## src/hw/amcs_pkg.sv

```systemverilog
package amcs_pkg;
  // ---------------------------------------------------------------
  // Widths and values
  // ---------------------------------------------------------------
  localparam int ADDR_W = 8;
  localparam logic [7:0] COUNT_START = 8'h01;
  localparam logic [7:0] ADDR_RESET = 8'h00;
  localparam logic [1:0] CMD_ENABLE = 2'h0;
  localparam logic [1:0] CMD_RANDOM = 2'h1;
  localparam logic [1:0] CMD_SEQUENTIAL = 2'h2;
  localparam int SW_LOW_MSB = 3;
  localparam int SW_HIGH_LSB = 4;
  localparam int SPLIT_BIT = 4;

  // ---------------------------------------------------------------
  // Carriers
  // ---------------------------------------------------------------
  typedef struct packed {
    logic [3:0] module_sel_n;
    logic [3:0] pair_sel_n;
  } amcs_select_t;

  typedef struct packed {
    logic inhibit_a;
    logic inhibit_b;
  } amcs_split_t;
endpackage

```

## src/hw/amcs_sequencer.sv

```systemverilog
`timescale 1ns/1ps
// Contract
// - Sequential command sets mode latch
// - Random command clears mode latch
// - Transfer-out latch arms buffer load
// - Data ready loads buffer, resets counter
// - Comparator true while count below final
// - Load sets count 1, clock adds one
// - Busy assertion makes counter clock pulse
// - End-of-scan set the cycle after the final clock pulse
// - Next conversion after scan end restarts count
// - Sense strobe returns end-of-scan state
// - Inverted end-of-scan output for interrupts
// - Random load from ready and transfer/enable
// - Random load copies buffer to latches
// - Random mode compare/scan flag meaningless
// - Low nibble pair, high nibble module
// - Split jumper: bit E inhibits pair half
// - Blanking pulse on every sequential counter clock or random-mode load
// - Blank from load or conversion clock
// - Select outputs active low
// - Enable command: random plus block transfer
module amcs_sequencer (
  input wire logic clock,
  input wire logic rst_n,
  input wire logic system_reset,
  input wire logic external_control_instr,
  input wire logic [1:0] control_code,
  input wire logic sense_test_instr,
  input wire logic transfer_out_start,
  input wire logic transfer_out_done,
  input wire logic data_ready_pulse,
  input wire logic [7:0] bus_data_bit_low,
  input wire logic busy,
  input wire logic split_pair_jumper,
  output logic sense_return_line,
  output logic end_of_scan_n,
  output logic compare_true,
  output logic sequential_mode,
  output logic block_transfer_enable,
  output logic transfer_out_latch,
  output logic blanking,
  output amcs_pkg::amcs_select_t select,
  output amcs_pkg::amcs_split_t split_inhibit,
  output logic [7:0] channel_count
);
  // ---------------------------------------------------------------
  // Pin synchronisers and edge detect
  // ---------------------------------------------------------------
  logic [2:0] ready_sync;
  logic [2:0] busy_sync;
  logic [7:0] channel_address_buffer;
  logic end_of_scan;
  logic load_pulse;
  logic clk_pulse;
  logic [7:0] data_sync_a;
  logic [7:0] data_sync_b;
  logic clk_seen;

  always_ff @(posedge clock or negedge rst_n) begin
    if (!rst_n) begin
      ready_sync <= 3'h0;
      busy_sync <= 3'h0;
      data_sync_a <= amcs_pkg::ADDR_RESET;
      data_sync_b <= amcs_pkg::ADDR_RESET;
    end else begin
      ready_sync <= {ready_sync[1:0], data_ready_pulse};
      busy_sync <= {busy_sync[1:0], busy};
      // Address bits ride the same two stages as ready
      data_sync_a <= bus_data_bit_low;
      data_sync_b <= data_sync_a;
    end
  end

  // Leading edges of the synchronised levels
  assign clk_pulse = busy_sync[1] & ~busy_sync[2];
  assign load_pulse = ready_sync[1] & ~ready_sync[2] &
                      (transfer_out_latch | block_transfer_enable);

  // ---------------------------------------------------------------
  // Mode and transfer latches
  // ---------------------------------------------------------------
  always_ff @(posedge clock or negedge rst_n) begin
    if (!rst_n) begin
      sequential_mode <= 1'b0;
      block_transfer_enable <= 1'b0;
    end else if (system_reset) begin
      sequential_mode <= 1'b0;
      block_transfer_enable <= 1'b0;
    end else if (external_control_instr) begin
      if (control_code == amcs_pkg::CMD_SEQUENTIAL) begin
        sequential_mode <= 1'b1;
        block_transfer_enable <= 1'b0;
      end else if (control_code == amcs_pkg::CMD_RANDOM) begin
        sequential_mode <= 1'b0;
        block_transfer_enable <= 1'b0;
      end else if (control_code == amcs_pkg::CMD_ENABLE) begin
        sequential_mode <= 1'b0;
        block_transfer_enable <= 1'b1;
      end
    end
  end

  always_ff @(posedge clock or negedge rst_n) begin
    if (!rst_n) begin
      transfer_out_latch <= 1'b0;
    end else if (transfer_out_start) begin
      transfer_out_latch <= 1'b1;
    end else if (transfer_out_done || system_reset) begin
      transfer_out_latch <= 1'b0;
    end
  end

  // ---------------------------------------------------------------
  // Buffer register and channel counter
  // ---------------------------------------------------------------
  always_ff @(posedge clock or negedge rst_n) begin
    if (!rst_n) begin
      channel_address_buffer <= amcs_pkg::ADDR_RESET;
    end else if (load_pulse) begin
      channel_address_buffer <= data_sync_b;
    end
  end

  always_ff @(posedge clock or negedge rst_n) begin
    if (!rst_n) begin
      channel_count <= amcs_pkg::ADDR_RESET;
    end else if (load_pulse && !sequential_mode) begin
      channel_count <= data_sync_b;
    end else if (load_pulse) begin
      channel_count <= amcs_pkg::COUNT_START;
    end else if (clk_pulse && sequential_mode && end_of_scan) begin
      channel_count <= amcs_pkg::COUNT_START;
    end else if (clk_pulse && sequential_mode) begin
      channel_count <= 8'(channel_count + 8'h01);
    end
  end

  // Compare and scan flag carry no meaning in random mode
  assign compare_true = channel_count < channel_address_buffer;

  // ---------------------------------------------------------------
  // End of scan
  // ---------------------------------------------------------------
  // Set once the clocked count reaches the final address
  logic count_at_final;
  assign count_at_final = (channel_count == channel_address_buffer);

  always_ff @(posedge clock or negedge rst_n) begin
    if (!rst_n) begin
      end_of_scan <= 1'b0;
    end else if (sequential_mode && clk_pulse && end_of_scan) begin
      end_of_scan <= 1'b0;
    end else if (sequential_mode && !clk_pulse && !load_pulse && count_at_final
                 && !end_of_scan && clk_seen) begin
      end_of_scan <= 1'b1;
    end else if (load_pulse && sequential_mode) begin
      end_of_scan <= 1'b0;
    end
  end

  // Marks a counter clock since the last load
  always_ff @(posedge clock or negedge rst_n) begin
    if (!rst_n) begin
      clk_seen <= 1'b0;
    end else if (load_pulse) begin
      clk_seen <= 1'b0;
    end else if (clk_pulse && sequential_mode) begin
      clk_seen <= 1'b1;
    end
  end

  always_ff @(posedge clock or negedge rst_n) begin
    if (!rst_n) begin
      sense_return_line <= 1'b0;
      end_of_scan_n <= 1'b1;
    end else begin
      sense_return_line <= sense_test_instr & end_of_scan;
      end_of_scan_n <= ~end_of_scan;
    end
  end

  // ---------------------------------------------------------------
  // Switch drive
  // ---------------------------------------------------------------
  always_ff @(posedge clock or negedge rst_n) begin
    if (!rst_n) begin
      blanking <= 1'b0;
    end else begin
      blanking <= sequential_mode ? clk_pulse : load_pulse;
    end
  end

  always_comb begin
    select.pair_sel_n = ~channel_count[amcs_pkg::SW_LOW_MSB:0];
    select.module_sel_n = ~channel_count[7:amcs_pkg::SW_HIGH_LSB];
    split_inhibit.inhibit_a = split_pair_jumper & channel_count[amcs_pkg::SPLIT_BIT];
    split_inhibit.inhibit_b = split_pair_jumper & ~channel_count[amcs_pkg::SPLIT_BIT];
  end
endmodule // amcs_sequencer

```

## config.mk

```make
export PLATFORM = sky130hd
export DESIGN_NAME = amcs_sequencer
export DESIGN_NICKNAME = d
export VERILOG_FILES = /design/src/hw/amcs_pkg.sv /design/src/hw/amcs_sequencer.sv
export SDC_FILE = /design/constraint.sdc
export NUM_CORES = 1
export LEC_CHECK = 0
export ABC_AREA = 1
export BUFFER_PORTS_ARGS = -buffer_cell sky130_fd_sc_hd__clkbuf_2
export CAP_MARGIN = 10
export CORE_MARGIN = 2
export CORE_UTILIZATION = 35
export DETAILED_ROUTE_END_ITERATION = 6
export SYNTH_ARGS = -nofsm -noshare
export SYNTH_HDL_FRONTEND = slang
export SYNTH_SLANG_ARGS = --single-unit
export TNS_END_PERCENT = 50
```

## constraint.sdc

```tcl
create_clock -name clock -period 1.5 [get_ports clock]
set_input_delay 0.15 -clock clock [delete_from_list [all_inputs] [get_ports clock]]
set_output_delay 0.15 -clock clock [all_outputs]
set_load 0.01 [all_outputs]
```

==> results_dict.tcl, run 1 <==
set metrics [dict create \
    synthMuxAreaShare 0 \
    synth-seq-cells 46 \
    rsz0062_at_grt "true" \
    syn_inst 226 \
    crit_slowest_cell "dfrtp_2" \
    grt_max_degree 26 \
    irDropWorstVdd_mv 0.731 \
    coreArea_sq_um 5570 \
    clockBufferDepth 2 \
    die_area_sq_um 6440 \
    antenna_found_initial 0 \
    syn_area_sq_um 2030 \
    power_switching_share 0.341 \
    dp.final_hpwl_mm 3.13 \
    grt_pass1_vias 1568 \
    areaGrowthSynthToFinish_pct 36.5 \
    synth-simple-area-share 0.212 \
    critical_path_class "register to output pin" \
    violations "setup timing" \
    cts_tree "done" \
    vias_per_cell 4.42 \
    fin_crit_sh 1.09 \
    h-tree-depth 2 \
    synthesis.nets 258 \
    hold_viol 0 \
    pwr-share-clk 0.228 \
    initial_core_util 0.365 \
    combPwrFrac 0.387 \
    synth_xor_area_frac 0.00431 \
    dp.cells 352 \
    fin_ws_ns -0.128 \
    final_util 0.498 \
    post-place-ws_ns 0.117 \
    grt_pass1_wl_mm 6.98 \
    vias 1668 \
    clock_latency_ns 0.28 \
    skew_ns 0.00338 \
    ys_warn_count 0 \
    crit_chain "inv_2 > ha_1 > nor2_2 > nor2_1 > o21ai_1 > a21oi_1 > buf_2" \
    cpPeakStageDelay_ns 0.45 \
    clock-root-buffer "clkbuf_8" \
    hold_path_class "input port to register" \
    wl_mm 4.12 \
    drc 0 \
    nets 336 \
    worst_pin_slew_ns 0.370 \
    fin_cells 377 \
    drive_above_1_share 0.341 \
    p_sw_w 0.00135 \
    drv_cap 0 \
    status "finished, violations left" \
    die_h_um 80.2 \
    wire_per_inst_um 10.9 \
    die-width_um 80.2 \
    fin_crit_ns 1.63 \
    ant_nets 0 \
    ys_seq_area_frac 0.566 \
    clkTransAtPathRegs_ns 0.09 \
    seq_power_share 0.385 \
    num_io_pins 45 \
    relSlewSlack 0.753 \
    tns_ns -0.128 \
    fmax_ghz 0.614 \
    synth_compound_area_frac 0.0646 \
    cts_sinks 46 \
    cts_buffers 5 \
    powerDensity_nw_per_um2 1420 \
    rows 27 \
    worstSetupEndpointType "output pin" \
    drtPass1Iterations 4 \
    critPathRequiredTime_ns 1.35 \
    num_antenna_cells 0 \
    critical_path_arrival_ns 1.48 \
    synth.distinct_cells 24 \
    slew_violations 0 \
    syn_avg_cell_area_sq_um 9.00 \
    p_int_w 0.00261 \
    setup_viol 1 \
    synthAdderAreaFrac 0.0738 \
    io_buffers 44 \
    gp_congestion 0.820 \
    start_kind "register" \
    drt-initial-drc-count 50 \
    p_leak_nw 1.47 \
    cp_max_fo 5 \
    power.total_w 0.00396 \
    grt-ovfl-total 0 \
    synth_top_family_by_area "simple AND/OR/NAND/NOR gates" \
    track_usage 0.137 \
]
-- kinds of logic (layout without fill, tap and decap cells) --
group | after synthesis | after routing
and+or+nand+nor | 99 | 99
DFF | 46 | 46
buffers and inverters | 42 | 121
AOI/OAI and AO/OA | 26 | 26
adders and majority gates | 12 | 12
xor gates and xnor gates | 1 | 1
-- power by group through the flow --
stage	sequential (W)	clock [W]	combinational (W)
after floorplan	0.00163	0	0.000636
after global placement	0.00151	0	0.00127
after detailed placement	0.00152	0	0.00129
after CTS	0.00150	0.000933	0.00140
after global routing	0.00154	0.000995	0.00173
final	0.00152	0.000904	0.00153
-- routing by layer --
layer	vias up	GRT usage	wire length [um]
met5	-	0	0
li1	852	-	-
met2	50	0.213	1820
met4	0	0.0271	18
met1	764	0.195	2020
met3	2	0.0348	260
-- registers in the layout, summed over array words and instances, names as in the netlist --
register / count
clk_seen: 1
end_of_scan: 1
data_sync_b: 8
busy_sync: 3
sequential_mode: 1
transfer_out_latch: 1
channel_address_buffer: 8
blanking: 1
data_sync_a: 8
ready_sync: 3
channel_count: 8
sense_return_line: 1
block_transfer_enable: 1
end_of_scan_n: 1
-- stage by stage --
step / hold slack [ns] / instance area [sq um]
2_1_floorplan: -0.146 / 2030
3_3_place_gp: 0.0820 / 2430
3_5_place_dp: 0.0808 / 2430
4_1_cts: 0.0358 / 2690
5_1_grt: 0.0266 / 2780
6_report: 0.0424 / 2780
-- worst max-delay path: cells and delay by family (launching register included) --
kind                       cells  cell delay [ns]
AOI/OAI and AO/OA              2             0.22
adders and majority gates      1             0.16
buffers and inverters          2             0.25
DFF                            1             0.45
and+or+nand+nor                2             0.12
-- cell type report --
type	count	area [sq um]
clock buffers	5	68.8
multi-input cells	138	795
flip-flops and latches	46	1150
well taps	72	90.1
fillers	532	2800
clock inverters	3	43.8
repair buffers	72	470
inverters	41	156
-- path summary, 6_finish.rpt --
kind,to,startpoint,depth (start not counted),slack (ns)
max,compare_true,channel_count[0],7,-0.13
min,sense_return_line,sense_test_instr,3,0.04
max in group asynchronous,end_of_scan_n,rst_n,3,0.65
min reg2reg,data_sync_b[0],data_sync_a[0],0,0.35
min in group asynchronous,blanking,rst_n,2,0.31
max reg2reg,channel_count[4],channel_count[1],9,0.14
-- repair_timing --
item	in CTS	in global routing
pin swaps	4	5
buffers inserted	3	3
hold buffers	11	0
resized for setup	4	13
endpoints found under the hold margin	21	0
endpoints found under the setup margin	1	2
-- synth_stat cells --
cell type,number,area [sq um]
xnor2_1,1,8.76
inv_2,7,26.3
nand2_1,51,191
o22ai_1,1,6.26
nor2_4,1,11.3
nand3b_1,1,7.51
nor2_1,23,86.3
nor2_2,4,25.0
nand3_1,9,45.0
o21ai_1,14,70.1
nor3_1,2,10.0
nand4_1,2,12.5
dfrtp_1,45,1130
inv_1,32,120
inv_4,1,6.26
clkinv_1,1,3.75
ha_1,12,150
or2_2,1,6.26
buf_2,1,5.00
nand3_2,1,10.0
a21oi_1,7,35.0
dfstp_2,1,26.3
o21ai_0,4,20.0
nand2_2,4,25.0
-- layout by cell type, fill, tap and decap left out --
cell type and n:
xnor2_1 1, dfrtp_1 44, clkinv_2 1, nand2_1 50, buf_4 16, clkbuf_2 43
dfrtp_2 1, dlygate4sd3_1 11, nor2_2 6, ha_1 8, o22ai_1 1, inv_1 29
nand3_1 8, nand3_2 2, o21ai_0 3, ha_4 4, o21ai_1 15, nand3b_1 1
buf_12 1, a21oi_2 3, a21oi_1 4, nand2_2 5, bufinv_16 1, buf_2 1
or2_2 1, dfstp_2 1, nand4_1 2, inv_4 1, nor3_1 2, inv_2 10
clkbuf_8 5, clkinv_1 1, inv_6 1, nor2_1 21, nor2_4 1
Power figures use the tool's default switching activity.
==> run 2, diff against run 1 <==
--- a/config.mk
+++ b/config.mk
@@ -5,11 +5,11 @@
 export SDC_FILE = /design/constraint.sdc
 export NUM_CORES = 1
 export LEC_CHECK = 0
-export ABC_AREA = 1
 export BUFFER_PORTS_ARGS = -buffer_cell sky130_fd_sc_hd__clkbuf_2
 export CAP_MARGIN = 10
 export CORE_MARGIN = 2
 export CORE_UTILIZATION = 35
+export CTS_CLUSTER_SIZE = 12
 export DETAILED_ROUTE_END_ITERATION = 6
 export SYNTH_ARGS = -nofsm -noshare
 export SYNTH_HDL_FRONTEND = slang
==> results_dict.tcl, run 2 <==
set metrics [dict create \
    powerDensity_nw_per_um2 1260 \
    synthTopCellsByArea "dfrtp_1 (57%), ha_1 (7.6%), inv_1 (3.8%), mux2_1 (3.4%), a21oi_1 (1.5%)" \
    fin_ws_ns -0.365 \
    clkTransAtPathRegs_ns 0.07 \
    critPathRequiredTime_ns 1.35 \
    num_io_pins 45 \
    yosysMostFrequentCell "dfrtp_1" \
    crit_chain "ha_1 > nor2b_1 > o211ai_1 > a21oi_1 > a211oi_2 > buf_2" \
    wl_met2_mm 1.94 \
    synthesis.nets 191 \
    grt_max_degree 47 \
    clock-root-buffer "clkbuf_8" \
    ys.flop_type "dfrtp_1" \
    drv_cap 0 \
    syn_avg_cell_area_sq_um 12.5 \
    synth_edf_count 0 \
    drt-initial-drc-count 68 \
    wire_per_inst_um 13.0 \
    ant_nets 0 \
    nFillCells 525 \
    fin_crit_sh 1.24 \
    h-tree-depth 2 \
    io_buffers 44 \
    synth_top_cell_by_area "dfrtp_1" \
    initial_core_util 0.361 \
    coreArea_sq_um 5510 \
    vias 1493 \
    cpPeakStageDelay_ns 0.39 \
    syn_inst 159 \
    power.total_w 0.00337 \
    rsz0062_at_grt "true" \
    synthArstFlopShare 1.00 \
    hold_viol 0 \
    cp_num_buf_inv 1 \
    routed.top_layer "met4" \
    clock_latency_ns 0.30 \
    wl_mm 4.02 \
    irDropWorstVdd_mv 0.500 \
    worstSetupEndpointType "output pin" \
    status "finished, violations left" \
    track_usage 0.142 \
    antenna_found_initial 0 \
    final_util 0.484 \
    areaGrowthSynthToFinish_pct 34.3 \
    skew_ns 0.00809 \
    cp_top_family "compound AO/OA/AOI/OAI gates" \
    critical_path_class "register to output pin" \
    fin_crit_ns 1.86 \
    fmax_ghz 0.536 \
    slew_violations 0 \
    die_h_um 79.3 \
    tns_ns -0.365 \
    crit_slowest_cell "dfrtp_1" \
    synth.distinct_cells 46 \
    drtPass1Iterations 4 \
    rows 27 \
    cts_sinks 46 \
    grt-ovfl-total 0 \
    ys_warn_count 0 \
    vias_per_cell 4.83 \
    wl_met3_um 211 \
    num_antenna_cells 0 \
    synth-seq-cells 46 \
    worst_pin_slew_ns 0.386 \
    cp_max_fo 2 \
    dp.final_hpwl_mm 2.95 \
    synthTopCellsByCount "dfrtp_1 (45), inv_1 (20), ha_1 (12)" \
    post-place-ws_ns -0.0349 \
    synth.top_cell.area_share 0.567 \
    rrSetupSlack_ns 0.06 \
    cts_buffers 5 \
    die_area_sq_um 6300 \
    die-width_um 79.3 \
    cts_tree "done" \
    hold_path_class "input port to register" \
    grt_pass1_vias 1480 \
    nets 268 \
    final_cell_mix "dfrtp_1 (44), clkbuf_2 (43), inv_1 (20)" \
    gp_congestion 0.778 \
    clockBufferDepth 2 \
    start_kind "register" \
    critical_path_arrival_ns 1.71 \
    ys_seq_area_frac 0.580 \
    holdWs_ns 0.0420 \
    relSlewSlack 0.742 \
    p_leak_nw 1.32 \
    drive_above_1_share 0.359 \
    syn_area_sq_um 1990 \
    setup_viol 1 \
    drc 0 \
    met1_length_mm 1.79 \
    grt_pass1_wl_mm 6.82 \
    violations "setup timing" \
    final_common_cell "dfrtp_1" \
]
run 2: per-stage QoR:
stage               instance area (sq um)  std cells
global route                         2670        309
global placement                     2400        288
CTS                                  2600        307
detailed placement                   2400        288
floorplan                            1990        159
finish                               2670        309
run 2: area by class of cell:
cell class                      count  area (sq um)  area share
Clock buffer                        8          80.1      0.0300
Inverter                           20          75.1      0.0281
Multi-Input combinational cell     91           798       0.299
Sequential cell                    46          1150       0.432
Tap cell                           72          90.1      0.0338
Timing Repair Buffer               72           470       0.176
run 2: kinds of logic after synthesis:
kind of cell	share of synthesized area
AND/OR/NAND/NOR	0.107
flip-flops	0.580
adder cells (fa/ha/maj)	0.0756
multiplexers	0.0504
AO/OA/AOI/OAI	0.138
buffers and inverters	0.0491
run 2: worst register-to-register path, cell delays in order, from the launching register on:
cell	delay, ns
dfrtp_1	0.36
buf_4	0.15
ha_4	0.15
nand3_4	0.08
nor3_4	0.19
o21ai_1	0.09
a221o_1	0.32
run 2: path summary, 6_finish.rpt:
kind,endpoint,depth (start not counted),from
setup / recovery,compare_true,6,channel_count[1]
hold / removal,sequential_mode,2,system_reset
setup reg to reg,channel_count[6],6,channel_count[1]
hold reg to reg,data_sync_b[5],0,data_sync_a[5]
max in group asynchronous,end_of_scan_n,3,rst_n
min in group asynchronous,data_sync_b[6],3,rst_n
run 2: layer usage:
| layer | global-route usage | vias to the layer above |
|---|---|---|
| li1 | - | 722 |
| met1 | 0.175 | 721 |
| met2 | 0.231 | 42 |
| met3 | 0.0386 | 8 |
| met4 | 0.0655 | 0 |
| met5 | 0 | - |
run 2: power breakdown:
group / internal (W) / switching (W) / leakage, nW
logic: 0.000540 / 0.000637 / 0.735
clock network: 0.000331 / 0.000372 / 0.0395
registers: 0.00140 / 0.0000936 / 0.546
total: 0.00227 / 0.00110 / 1.32
run 2: timing repair:
action	4_1_cts	5_1_grt
setup buffers	0	3
hold endpoints to repair	55	0
pin swaps	0	3
setup endpoints to repair	2	10
hold buffers	11	0
gates resized for setup	1	12
==> run 3, diff against run 2 <==
==> constraint.sdc (replaced) <==
create_clock -name clock -period 1.5 [get_ports clock]
set_input_delay 0.3 -clock clock [delete_from_list [all_inputs] [get_ports clock]]
set_output_delay 0.3 -clock clock [all_outputs]
set_load 0.01 [all_outputs]
==> results_dict.tcl, run 3 (same netlist as run 2, synthesis figures left out) <==
set metrics [dict create \
    status "finished, violations left" \
    violations "setup timing" \
    grt_max_degree 47 \
    coreArea_sq_um 5510 \
    wl_mm 4.04 \
    crit_chain "inv_2 > ha_4 > nor2b_4 > o211ai_1 > a21oi_2 > a211oi_2 > buf_2" \
    grt_pass1_vias 1394 \
    drt-initial-drc-count 58 \
    cts_sinks 46 \
    fin_area_sq_um 2680 \
    drive_above_1_share 0.451 \
    p_leak_nw 1.31 \
    cp_max_fo 2 \
    nFillCells 518 \
    cp_top_family "compound AO/OA/AOI/OAI gates" \
    h-tree-depth 2 \
    grt-ovfl-total 0 \
    fin_cells 305 \
    critical_path_class "register to output pin" \
    clockBufferDepth 2 \
    placed_area_sq_um 2440 \
    track_usage 0.141 \
    final_util 0.487 \
    min_to "data_sync_a[7]" \
    io_buffers 44 \
    final_common_cell "dfrtp_1" \
    setup_viol 1 \
    fmax_ghz 0.517 \
    dp.final_hpwl_mm 3.01 \
    crit_slowest_cell "dfrtp_1" \
    cts_buffers 5 \
    antenna_found_initial 0 \
    clock_latency_ns 0.30 \
    worstHoldPathCells 1 \
    vias_per_cell 4.63 \
    cp.depth 7 \
    nets 264 \
    tns_ns -0.433 \
    initial_core_util 0.361 \
    rows 27 \
    num_antenna_cells 0 \
    powerDensity_nw_per_um2 1310 \
    critPathRequiredTime_ns 1.20 \
    relSlewSlack 0.761 \
    skew_ns 0.00576 \
    fin_crit_ns 1.93 \
    clock-root-buffer "clkbuf_8" \
    cp_num_buf_inv 2 \
    hold_path_class "input port to register" \
    num_io_pins 45 \
    die_h_um 79.3 \
    fin_ws_ns -0.433 \
    cts_tree "done" \
    critical_path_arrival_ns 1.63 \
    post-place-ws_ns -0.191 \
    vias 1413 \
    grt_pass1_wl_mm 6.64 \
    cpPeakStageDelay_ns 0.39 \
    multi_input_area_sq_um 848 \
    areaGrowthSynthToFinish_pct 35.1 \
    rsz0062_at_grt "true" \
    ant_nets 0 \
    hold_viol 0 \
    worstSetupEndpointType "output pin" \
    drc 0 \
    r2r-start "channel_count[5]" \
    final_cell_mix "dfrtp_1 (43), clkbuf_2 (42), buf_4 (22)" \
    worst_pin_slew_ns 0.356 \
    gp_congestion 0.746 \
    regArea_sq_um 1150 \
    irDropWorstVdd_mv 0.454 \
    reg2reg_depth 6 \
    fin_crit_sh 1.29 \
    die-width_um 79.3 \
    clkTransAtPathRegs_ns 0.08 \
    min-delay-start "bus_data_bit_low[7]" \
    rrSetupSlack_ns 0.06 \
    r2r-end "channel_count[7]" \
    drtPass1Iterations 4 \
    wire_per_inst_um 13.2 \
    slew_violations 0 \
    dp.cells 293 \
    drv_cap 0 \
    die_area_sq_um 6300 \
    start_kind "register" \
    startpoint "channel_address_buffer[1]" \
]
-- run 3: changes by cell type in the layout (fill, tap and decap cells not counted), moves of 3 or more --
| cell | change |
|---|---|
| dlygate4sd3_1 | -10 |
| inv_1 | -3 |
| ha_4 | +3 |
| buf_4 | +6 |
| ha_1 | -4 |
-- run 3: metrics by stage --
step	total power, W	hold WS (ns)
floorplan	0.00207	0.00441
global placement	0.00262	0.301
detailed placement	0.00263	0.303
CTS	0.00345	0.0918
global route	0.00376	0.0877
finish	0.00351	0.102
-- run 3: power breakdown --
group	internal, W	switching [W]
Combinational	0.000617	0.000644
Sequential	0.00140	0.0000955
Clock	0.000372	0.000385
-- run 3: how the worst max path moves through the flow --
stage | slack, ns | end
finish | -0.43 | compare_true
global route | -0.58 | compare_true
CTS | -0.50 | compare_true
detailed placement | -0.19 | compare_true
global placement | -0.18 | compare_true
floorplan | -0.11 | compare_true
-- run 3: layer usage --
metal	vias to the layer above	track usage	share of wire
met3	7	0.0409	0.047
met5	-	0	0
li1	704	-	-
met4	0	0.0569	0.016
met2	34	0.229	0.50
met1	668	0.177	0.44
-- run 3: repair_timing --
item | in CTS | in global routing
pin swaps | 2 | 8
setup buffers | 1 | 3
cloned | 0 | 0
endpoints found under the setup margin | 1 | 14
hold buffers | 1 | 0
gates resized for setup | 3 | 22
endpoints found under the hold margin | 45 | 0
-- run 3: worst reg2reg max path, cell delays in order (launching register included) --
cell and delay (ns):
dfrtp_1 0.39, buf_4 0.13, buf_4 0.12, inv_4 0.05, nor4_1 0.33, mux2i_1 0.23
o21ai_1 0.08
-- run 3: layout make-up --
class / count / share of cell area
repair buffers: 68 / 0.157
flip-flops and latches: 46 / 0.430
multi-input cells: 91 / 0.316
clock buffers: 7 / 0.0322
clock inverters: 1 / 0.00186
well taps: 72 / 0.0336
inverters: 20 / 0.0289
